### src/include/rfo_pkg.sv
// Package with types and constants for the relay and fan output select block.
package rfo_pkg;

  // Relay function codes (one of seven starter conditions).
  typedef enum logic [2:0] {
    RFO_FN_STOPPED     = 3'h0,
    RFO_FN_NOT_STOPPED = 3'h1,
    RFO_FN_STARTING    = 3'h2,
    RFO_FN_RUNNING     = 3'h3,
    RFO_FN_READY       = 3'h4,
    RFO_FN_TRIP        = 3'h5,
    RFO_FN_ALARM       = 3'h6
  } rfo_relay_fn_t;

  // Fan management modes.
  typedef enum logic [1:0] {
    RFO_FAN_AUTO = 2'h0,
    RFO_FAN_ON   = 2'h1,
    RFO_FAN_OFF  = 2'h2,
    RFO_FAN_HAND = 2'h3
  } rfo_fan_mode_t;

  // Logic input assignment codes relevant to this block.
  typedef enum logic [1:0] {
    RFO_LI_OTHER = 2'h0,
    RFO_LI_FAN   = 2'h1
  } rfo_li_fn_t;

  // Starter condition as seen by the output logic.
  typedef struct packed {
    logic stopped;
    logic starting;
    logic bypassClosed;
    logic mainsPresent;
    logic tripActive;
    logic startLimitHit;
    logic alarmActive;
    logic fanAutoDemand;
  } rfo_status_t;

  // Settings as held in the block.
  typedef struct packed {
    rfo_relay_fn_t relayOneFn;
    rfo_relay_fn_t relayTwoFn;
    rfo_fan_mode_t fanMode;
  } rfo_cfg_t;

  localparam rfo_relay_fn_t RFO_RST_RELAY_ONE = RFO_FN_NOT_STOPPED;
  localparam rfo_relay_fn_t RFO_RST_RELAY_TWO = RFO_FN_TRIP;
  localparam rfo_fan_mode_t RFO_RST_FAN       = RFO_FAN_AUTO;

  // Overload alarm threshold in percent of thermal state.
  localparam logic [7:0] RFO_OVL_ALARM_PCT = 8'h6E;

endpackage

### src/hw/rfo_relay_fan_select.sv
// Relay and fan output assignment logic of a motor soft starter.
`timescale 1ns/1ps
module rfo_relay_fan_select (
  input  wire logic                 clk_sys,         // 50 MHz system clock
  input  wire logic                 sys_rst,         // Sync reset, active high
  input  wire rfo_pkg::rfo_status_t starterStatus,   // Starter condition
  input  wire logic [7:0]           thermalPct,      // Thermal state, percent
  input  wire logic                 advancedMode,    // Advanced mode enabled
  input  wire logic                 cfgWrite,        // Setting write strobe
  input  wire logic [1:0]           cfgSelect,       // 0 relay1, 1 relay2, 2 fan
  input  wire logic [2:0]           cfgData,         // Written code
  input  wire rfo_pkg::rfo_li_fn_t  liTwoFn,         // logic_input_two function
  input  wire rfo_pkg::rfo_li_fn_t  liThreeFn,       // logic_input_three function
  input  wire logic                 logicInputTwo,   // logic_input_two pin
  input  wire logic                 logicInputThree, // logic_input_three pin
  output logic                      relayOneOutput,  // Relay one coil drive
  output logic                      relayTwoOutput,  // Relay two coil drive
  output logic                      fanOutput,       // Fan drive
  output logic                      cfgReject,       // Write refused, pulse
  output rfo_pkg::rfo_cfg_t         cfgReadback      // Settings, 0 if hidden
);

  rfo_pkg::rfo_cfg_t cfg;
  logic [1:0] liTwoSync;
  logic [1:0] liThreeSync;

  // Pins are asynchronous to clk_sys.
  always_ff @(posedge clk_sys) begin
    liTwoSync   <= {liTwoSync[0], logicInputTwo};
    liThreeSync <= {liThreeSync[0], logicInputThree};
  end

  wire selRelayOne = (cfgSelect == 2'h0);
  wire selRelayTwo = (cfgSelect == 2'h1);
  wire selFan      = (cfgSelect == 2'h2);
  wire validFn     = (cfgData <= 3'(rfo_pkg::RFO_FN_ALARM));
  wire isRelaySel  = selRelayOne | selRelayTwo;
  // Relay changes while running could drop a contactor unexpectedly.
  wire relayOk = cfgWrite & advancedMode & isRelaySel & validFn
                 & starterStatus.stopped;
  wire fanOk   = cfgWrite & advancedMode & selFan;
  wire next_cfgReject = cfgWrite & ~relayOk & ~fanOk;

  always_ff @(posedge clk_sys) begin
    if (sys_rst) begin
      cfg.relayOneFn <= rfo_pkg::RFO_RST_RELAY_ONE;
      cfg.relayTwoFn <= rfo_pkg::RFO_RST_RELAY_TWO;
      cfg.fanMode    <= rfo_pkg::RFO_RST_FAN;
      cfgReject      <= 1'b0;
    end else begin
      if (relayOk && selRelayOne) begin
        cfg.relayOneFn <= rfo_pkg::rfo_relay_fn_t'(cfgData);
      end
      if (relayOk && selRelayTwo) begin
        cfg.relayTwoFn <= rfo_pkg::rfo_relay_fn_t'(cfgData);
      end
      if (fanOk) begin
        cfg.fanMode <= rfo_pkg::rfo_fan_mode_t'(cfgData[1:0]);
      end
      cfgReject <= next_cfgReject;
    end
  end

  assign cfgReadback = advancedMode ? cfg : '0;

  // Status decode shared by both relays.
  wire overloadAlarm = thermalPct > rfo_pkg::RFO_OVL_ALARM_PCT;
  wire anyAlarm      = starterStatus.alarmActive | overloadAlarm;
  wire startingNow   = starterStatus.starting
                       & ~starterStatus.bypassClosed;
  wire readyNow      = starterStatus.mainsPresent & ~starterStatus.tripActive
                       & ~starterStatus.startLimitHit;

  // Indexed by function code; the unused eighth code leaves a relay off.
  wire [7:0] fnLevel = {
    1'b0,
    ~anyAlarm,
    ~starterStatus.tripActive,
    readyNow,
    starterStatus.bypassClosed,
    startingNow,
    ~starterStatus.stopped,
    starterStatus.stopped
  };

  wire next_relayOne = fnLevel[cfg.relayOneFn];
  wire next_relayTwo = fnLevel[cfg.relayTwoFn];

  // Manual fan follows whichever logic input is assigned fan control.
  wire liTwoFan     = (liTwoFn == rfo_pkg::RFO_LI_FAN);
  wire liThreeFan   = (liThreeFn == rfo_pkg::RFO_LI_FAN);
  wire fanHandLevel = (liTwoFan & liTwoSync[1])
                    | (liThreeFan & liThreeSync[1]);

  logic next_fan;
  always_comb begin
    unique case (cfg.fanMode)
      rfo_pkg::RFO_FAN_AUTO: next_fan = starterStatus.fanAutoDemand;
      rfo_pkg::RFO_FAN_ON:   next_fan = 1'b1;
      rfo_pkg::RFO_FAN_OFF:  next_fan = 1'b0;
      rfo_pkg::RFO_FAN_HAND: next_fan = fanHandLevel;
    endcase
  end

  always_ff @(posedge clk_sys) begin
    if (sys_rst) begin
      relayOneOutput <= 1'b0;
      relayTwoOutput <= 1'b0;
      fanOutput      <= 1'b0;
    end else begin
      relayOneOutput <= next_relayOne;
      relayTwoOutput <= next_relayTwo;
      fanOutput      <= next_fan;
    end
  end

endmodule

### config.mk
export PLATFORM = sky130hd
export DESIGN_NAME = rfo_relay_fan_select
export DESIGN_NICKNAME = d
export VERILOG_FILES = /design/src/include/rfo_pkg.sv /design/src/hw/rfo_relay_fan_select.sv
export SDC_FILE = /design/constraint.sdc
export NUM_CORES = 1
export LEC_CHECK = 0
export ABC_CLOCK_PERIOD_IN_PS = 1950
export BUFFER_PORTS_ARGS = -buffer_cell sky130_fd_sc_hd__buf_2
export CAP_MARGIN = 20
export CORE_MARGIN = 2
export CORE_UTILIZATION = 35
export CTS_BUF_LIST = sky130_fd_sc_hd__clkbuf_2 sky130_fd_sc_hd__clkbuf_4 sky130_fd_sc_hd__clkbuf_8
export DETAILED_ROUTE_END_ITERATION = 10
export HOLD_SLACK_MARGIN = 0.08
export PLACE_DENSITY = 0.65
export RECOVER_POWER = 100
export SLEW_MARGIN = 10
export SYNTH_ARGS = -nofsm -noshare
export SYNTH_HDL_FRONTEND = slang
export SYNTH_SLANG_ARGS = --single-unit
### constraint.sdc
create_clock -name clk_sys -period 1.95 [get_ports clk_sys]
set_input_delay 0.0975 -clock clk_sys [delete_from_list [all_inputs] [get_ports clk_sys]]
set_output_delay 0.0975 -clock clk_sys [all_outputs]
set_load 0.05 [all_outputs]
==> impl_results.md, run 1 <==
- List of most frequent post-synthesis cells: 16 x dfxtp_1, 12 x nor2_1, 8 x and2_2, 7 x a21oi_1
- CTS tree: yes
- Post-DP Area: 0.001021 sq mm
- Grt met3 use: 4.386%
- Number of flops mapped to enable cells by yosys: 0
- TritonCTS buffer count: 3
- Setup Fix Bufs, Post-CTS: 0
- Synth Flop Type: dfxtp_1
- Worst-Skew Late Latency: 0.29 ns
- Most numerous cell in the Yosys netlist: dfxtp_1
- Vert. Die Dim: 51.35 microns
- Largest net degree at the start of global routing: 15
- Maxcap violations: 0
- Endpoints failing setup: 0
- Syn Inst Count: 87
- Critical path arrival: 1.37 ns
- Met2 global-route usage: 25.76%
- Die W: 51.35 microns
- Worst hold-check path type: input pin to flip-flop
- Critical path startpoint category: flip-flop
- Total gr overflow: 0
- Worst Setup End Kind: primary output
- Share of post-route cells with drive strength above 1: 30.08%
- Htree depth: 1
- Measured slew at the worst slew-check pin: 0.5990 ns
- Gr usage total: 14.79%
- Status: finished, final reports clean
- Hold path cells: 2
- RePlAce Congestion: 0.7766
- Final core occ: 48.15%
- Post-route cell area: 0.001045 sq mm
- R2R Setup Slk: 0.75 ns
- Vias in the first global route: 706
- Max Buffers Root-to-Sink: 2
- Area leader, netlist: dfxtp_1
- Synthesis-stage register bit count: 16
- Worst reg2reg endpoint: relayOneOutput$_SDFF_PP0_
- Antenna Cells: 0
- Yosys warning count: 0
- Antenna-violating nets left: 0
- Die area: 0.002636 sq mm
- Final Hold Violating Endpoints: 0
- Drt wl/cell: 11.53 microns
- Global routing's busiest layer: met2
- R2r startpoint: cfg[5]$_SDFFE_PP1P_
- Sequential area share after synthesis: 40.83%
- Nets: 165
- Syn nets: 118
- Critical Path RT: 1.85 ns
- Peak fanout along the critical path: 7
- CP Capture Point: cfgReadback[3]
- Input/output buffers: 42
- Ys async rst share: 0%
- Root buf cell: clkbuf_4
- Post-synth cell types: 26
- Top achievable clock speed: 683.3 MHz
- Yosys top cell area share: 40.83%
- Clk slew on worst S/H paths: 0.09 ns
- Starting density of the core: 36.16%
- RSZ-0062 raised after global routing: false
- Critical Path Start: cfg[3]$_SDFFE_PP0P_
- Drt first-iter violations: 17
- Synth area leaders: dfxtp_1 41%, and2_2 7.7%, nor2_1 5.7%, a311oi_1 5.6%, mux2i_1 5.1%
- M1 GR Usage: 17.09%
- Worst VDD drop: 0.0005290 V
- Via density per instance: 5.056
- Setup Skew: 0.009745 ns
- Syn Area/Cell: 9.017 sq um
- Dpl hpwl: 1.456 mm
- Class of the most critical setup path: flip-flop to primary output
- I/O pin cnt: 43
- Slew margin rel.: 60.24%
- FILL cells: 243
- Total negative slack: 0 ns
- # DRC: 0
- Leakage: 0.4448 nW
- Initial antenna violation count: 0
- Crit share post-route: 75.05%
- Post-Syn Area: 784.5 sq um
- Fin crit period: 1.463 ns
- Synthesis-to-finish area growth: 33.17%
- TritonRoute pass-1 iters: 4
- Row count: 17
- CTS sink count: 16
- Worst R2R Path Depth: 4
- Post-cts gate resize count: 0
- First-pass GRT wire length: 2.939 mm
- Slew Limit Fails: 0
- Cell Pwr Density: 652.3 mW/mm^2
- Final WL: 1.857 mm
- Core box area: 0.002170 sq mm
- Via count: 814
[per-layer routing]
metal  vias to the layer above  share of wire [%]
li1                        409                  -
met1                       378                 43
met2                        22                 51
met3                         5                5.5
met4                         0               0.92
met5                         -                  0
[report_power, final]
part | total (W) | leakage (nW) | internal (W) | switching, W
Combinational | 0.000125 | 0.292 | 0.0000470 | 0.0000777
Clock | 0.000213 | 0.0210 | 0.000114 | 0.0000991
Sequential | 0.000344 | 0.132 | 0.000339 | 0.00000514
[flip-flops by register name, summed over array words and instances (netlist names)]
name / cells
liThreeSync: 2
cfgReject: 1
fanOutput: 1
liTwoSync: 2
relayOneOutput: 1
cfg: 8
relayTwoOutput: 1
[cells by family after synthesis]
kind of cell,after synthesis,share of synthesized area (%)
simple gates,41,32.54
compound gates,21,18.34
flops,16,40.83
mux,4,5.104
buf+inv,4,2.073
xor+xnor,1,1.117
[stage by stage]
step / total power [W] / hold slack [ns] / worst slack, ns / std cells
floorplan: 0.0004241 / 0.1252 / 0.8274 / 87
global placement: 0.0004778 / 0.2011 / 0.7944 / 155
detailed placement: 0.0004798 / 0.2014 / 0.7561 / 155
CTS: 0.0006969 / 0.08568 / 0.6800 / 161
global route: 0.0007154 / 0.08079 / 0.4165 / 161
finish: 0.0006815 / 0.07640 / 0.4866 / 161
[critical path, stage by stage (launching register included)]
cell      delay, ns
dfxtp_1        0.45
and2_2         0.18
clkbuf_1       0.46
[how the worst min path moves through the flow]
stage	start	endpoint	slack (ns)
after floorplan	logicInputThree	liThreeSync[0]$_DFF_P_	0.13
after global placement	logicInputTwo	liTwoSync[0]$_DFF_P_	0.20
after detailed placement	logicInputTwo	liTwoSync[0]$_DFF_P_	0.20
after CTS	liTwoFn[1]	fanOutput$_SDFF_PP0_	0.09
after global routing	cfgWrite	cfgReject$_SDFF_PP0_	0.08
final	cfgWrite	cfgReject$_SDFF_PP0_	0.08
[what timing repair did]
item                       in CTS  in global routing
hold endpoints to repair        2                  0
setup endpoints to repair       0                  0
hold buffers                    2                  0
[cells in the final DEF, fill, tap and decap left out]
master and count:
a211oi_1 4, a21o_1 1, a21oi_1 7, a311oi_1 5
a31oi_1 1, and2_2 8, buf_2 28, clkbuf_1 14
clkbuf_4 3, clkbuf_8 1, dfxtp_1 16, dlygate4sd3_1 2
inv_1 2, mux2i_1 4, nand2_1 3, nand2b_1 4
nand3_1 1, nand3b_1 5, nand4_1 2, nand4b_1 1
nor2_1 12, nor2b_1 1, nor3_1 2, nor4bb_1 1
o21ai_0 1, o21bai_1 1, o31a_1 1, or3b_1 1
xnor2_1 1
[layout make-up]
class | instances | area [sq um] | share of cell area, %
Clock buffer | 4 | 36.28 | 3.473
Inverter | 2 | 7.507 | 0.7186
Multi-Input combinational cell | 67 | 432.9 | 41.44
Sequential cell | 16 | 320.3 | 30.66
Tap cell | 28 | 35.03 | 3.353
Timing Repair Buffer | 44 | 212.7 | 20.36
(Power assumes the default switching activity.)
==> run 2, diff against run 1 <==
--- a/config.mk
+++ b/config.mk
@@ -5,7 +5,8 @@
 export SDC_FILE = /design/constraint.sdc
 export NUM_CORES = 1
 export LEC_CHECK = 0
-export ABC_CLOCK_PERIOD_IN_PS = 1950
+export ABC_AREA = 1
+export ABC_CLOCK_PERIOD_IN_PS = 1400
 export BUFFER_PORTS_ARGS = -buffer_cell sky130_fd_sc_hd__buf_2
 export CAP_MARGIN = 20
 export CORE_MARGIN = 2
@@ -13,7 +14,7 @@
 export CTS_BUF_LIST = sky130_fd_sc_hd__clkbuf_2 sky130_fd_sc_hd__clkbuf_4 sky130_fd_sc_hd__clkbuf_8
 export DETAILED_ROUTE_END_ITERATION = 10
 export HOLD_SLACK_MARGIN = 0.08
-export PLACE_DENSITY = 0.65
+export PLACE_DENSITY = 0.64
 export RECOVER_POWER = 100
 export SLEW_MARGIN = 10
 export SYNTH_ARGS = -nofsm -noshare
==> constraint.sdc (replaced) <==
create_clock -name clk_sys -period 1.4 [get_ports clk_sys]
set_input_delay 0.07 -clock clk_sys [delete_from_list [all_inputs] [get_ports clk_sys]]
set_output_delay 0.07 -clock clk_sys [all_outputs]
set_load 0.05 [all_outputs]
==> run 2 against run 1 <==
Final cell count rose by 29%. Largest power group unchanged. Total power up 44%. Critical endpoint is now cfg[7]$_SDFFE_PP0P_. First-iteration DRC count is 47% higher. Clock skew down 0.0039 ns. Critical path type is now input pin to flip-flop. Largest cell class unchanged.
==> impl_results.md, run 2 <==
- CP bufs+invs: 2 (+1)
- Endpoints failing setup: 0 (unchanged)
- Vert. Die Dim: 52.83 microns (+2.9%)
- Total negative slack: 0 ns (unchanged)
- Leakage: 0.6940 nW (+56%)
- Input/output buffers: 42 (unchanged)
- Top flop regs: cfg: 8 flops, liThreeSync: 2 flops, liTwoSync: 2 flops
- Vias in the first global route: 849 (+20%)
- Syn Area/Cell: 6.469 sq um (-28%)
- Most numerous cell in the Yosys netlist: nand2_1
- RSZ-0062 raised after global routing: false
- Share of post-route cells with drive strength above 1: 25.14% (-4.9 points)
- Number of flops mapped to enable cells by yosys: 0 (unchanged)
- Antenna Cells: 0 (unchanged)
- Status: finished, final reports clean
- Top achievable clock speed: 817.7 MHz
- Final Hold Violating Endpoints: 0 (unchanged)
- Critical-path top delay cell: dlygate4sd3_1
- Worst Setup End Kind: flip-flop
- CTS sink count: 16 (unchanged)
- Critical Path RT: 1.57 ns (-0.28 ns)
- Syn Inst Count: 129 (+48%)
- Synthesis-stage register bit count: 16 (unchanged)
- Drt first-iter violations: 25 (+8)
- Syn nets: 160 (+36%)
- Gr usage total: 15.52% (+0.73 points)
- Die area: 0.002791 sq mm (+5.9%)
- Initial antenna violation count: 0 (unchanged)
- Antenna-violating nets left: 0 (unchanged)
- Clk slew on worst S/H paths: 0.10 ns (about the same)
- Placement Setup Slack: 0.3753 ns (-0.3808 ns)
- Root buf cell: clkbuf_4
- CP Cell Sequence: dlygate4sd3_1 > clkbuf_1 > nand2_4 > nor3_4 > nand3_2 > nor2_1 > nor2_1
- Die W: 52.83 microns (+2.9%)
- # DRC: 0 (unchanged)
- Ys async rst share: 0% (unchanged)
- Min setup slack post-route: 0.1770 ns (-0.3095 ns)
- Post-Syn Area: 834.6 sq um (+6.4%)
- RePlAce Congestion: 0.7440 (-4.2%)
- Total gr overflow: 0 (unchanged)
- Inst Count DP: 197 (+27%)
- Slew Limit Fails: 0 (unchanged)
- Sequential area share after synthesis: 38.38% (-2.4 points)
- Critical path arrival: 1.40 ns (+0.03 ns)
- TritonCTS buffer count: 3 (unchanged)
- Max Buffers Root-to-Sink: 2 (unchanged)
- CTS tree: yes
- Commonest non-fill, non-tap cell in the layout: nand2_1
- Via density per instance: 4.435 (-12%)
- Worst VDD drop: 0.0004700 V (-11%)
- Measured slew at the worst slew-check pin: 0.5951 ns (-0.003880 ns)
- First-pass GRT wire length: 3.270 mm (+11%)
- Class of the most critical setup path: input pin to flip-flop
- Critical path startpoint category: input pin
- Crit share post-route: 87.35%
- Slew margin rel.: 60.50% (+0.26 points)
- Most frequent cells in the layout: 37 x nand2_1, 29 x buf_2, 26 x inv_1
- Post-synth cell types: 14 (-46%)
- Via count: 918 (+13%)
- Final WL: 1.903 mm (+2.5%)
- Dpl hpwl: 1.532 mm (+5.2%)
- Largest Register: cfg
- Worst-Skew Late Latency: 0.28 ns (about the same)
- Row count: 17 (unchanged)
- TritonRoute pass-1 iters: 4 (unchanged)
- Setup Fix Bufs, Post-CTS: 0 (unchanged)
- Yosys top cell area share: 38.38% (-2.4 points)
- Yosys warning count: 0 (unchanged)
- Maxcap violations: 0 (unchanged)
- Cell Pwr Density: 855.6 mW/mm^2 (+31%)
- Fin crit period: 1.223 ns
- List of most frequent post-synthesis cells: 37 x nand2_1, 26 x inv_1, 17 x nor2_1, 16 x dfxtp_1, 12 x nand3_1
- Nets: 211 (+28%)
- Synthesis-to-finish area growth: 37.48%
- Area leader, netlist: dfxtp_1
- Largest net degree at the start of global routing: 13 (-2)
- Final Non-Filler Cells: 207 (+29%)
- Setup Skew: 0.005871 ns (-0.003874 ns)
- Worst hold slack: 0.07377 ns (-0.002633 ns)
- Synth area leaders: dfxtp_1 38%, nand2_1 17%, inv_1 12%, nor2_1 7.6%, nand3_1 7.2%
- Starting density of the core: 37.37% (+1.2 points)
- Peak fanout along the critical path: 5 (-2)
- Htree depth: 1 (unchanged)
- Worst hold-check path type: input pin to flip-flop
- CP max stage delay: 0.52 ns (+0.06 ns)
- Drt wl/cell: 9.193 microns (-20%)
- Max reg flops: 8 (unchanged)
- I/O pin cnt: 43 (unchanged)
- CP delay by family, top: buffers and inverters
- CP most frequent cell: nor2_1
- Core box area: 0.002233 sq mm (+2.9%)
- Synth Flop Type: dfxtp_1
run 2: area by class of cell:
cell class,count,area [sq um]
clock buffer,4,36.28
inverter,26,97.59
timing repair buffer,48,264.0
sequential,16,320.3
multi-input combinational,85,394.1
tap,28,35.03
fill,249,1086
run 2: worst reg2reg max path, stage by stage, from the launching register on:
cell and delay, ns:
dfxtp_1 0.43, inv_1 0.10, nand2_1 0.06, nand3_1 0.06, nand2_1 0.07, nand2_1 0.05, nand2_1 0.05, a21oi_1 0.04
run 2: logic make-up (layout without fill, tap and decap cells):
| group | Yosys count | after routing | share of synthesized area, % |
|---|---|---|---|
| AOI/OAI and AO/OA | 13 | 13 | 8.395 |
| buffers and inverters | 28 | 78 | 14.39 |
| DFF | 16 | 16 | 38.38 |
| and+or+nand+nor | 72 | 72 | 38.83 |
run 2: timing repair:
action                     4_1_cts  5_1_grt
hold endpoints to repair         9        0
resized for setup                0        1
setup endpoints to repair        0        2
hold buffers                     7        0
run 2: power by group:
part	switching, W	total, W	internal, W
clock	0.000140	0.000298	0.000158
sequential	0.00000827	0.000483	0.000475
combinational	0.000128	0.000201	0.0000729
total	0.000276	0.000982	0.000705
run 2: worst paths after layout:
path	from	end	slack (ns)	depth (start not counted)
setup / recovery	cfgWrite	cfg[7]$_SDFFE_PP0P_	0.18	7
hold / removal	thermalPct[7]	relayTwoOutput$_SDFF_PP0_	0.07	4
setup reg to reg	cfg[2]$_SDFFE_PP1P_	relayTwoOutput$_SDFF_PP0_	0.44	7
hold reg to reg	liTwoSync[0]$_DFF_P_	liTwoSync[1]$_DFF_P_	0.34	0
run 2: through the flow:
| step | instance area (sq um) | utilization [%] | total power [W] |
|---|---|---|---|
| global placement | 1057 | 47.34 | 0.0006824 |
| finish | 1147 | 51.37 | 0.0009817 |
| floorplan | 834.6 | - | 0.0006147 |
| CTS | 1164 | 52.10 | 0.0009949 |
| global route | 1147 | 51.37 | 0.001040 |
| detailed placement | 1057 | 47.34 | 0.0006845 |
run 2: metal layers:
layer	routed length (microns)	vias to the layer above	GRT usage [%]
met3	118	2	2.571
met5	0	-	0
met2	922	24	27.71
met4	14	0	3.846
li1	-	493	-
met1	846	399	19.10
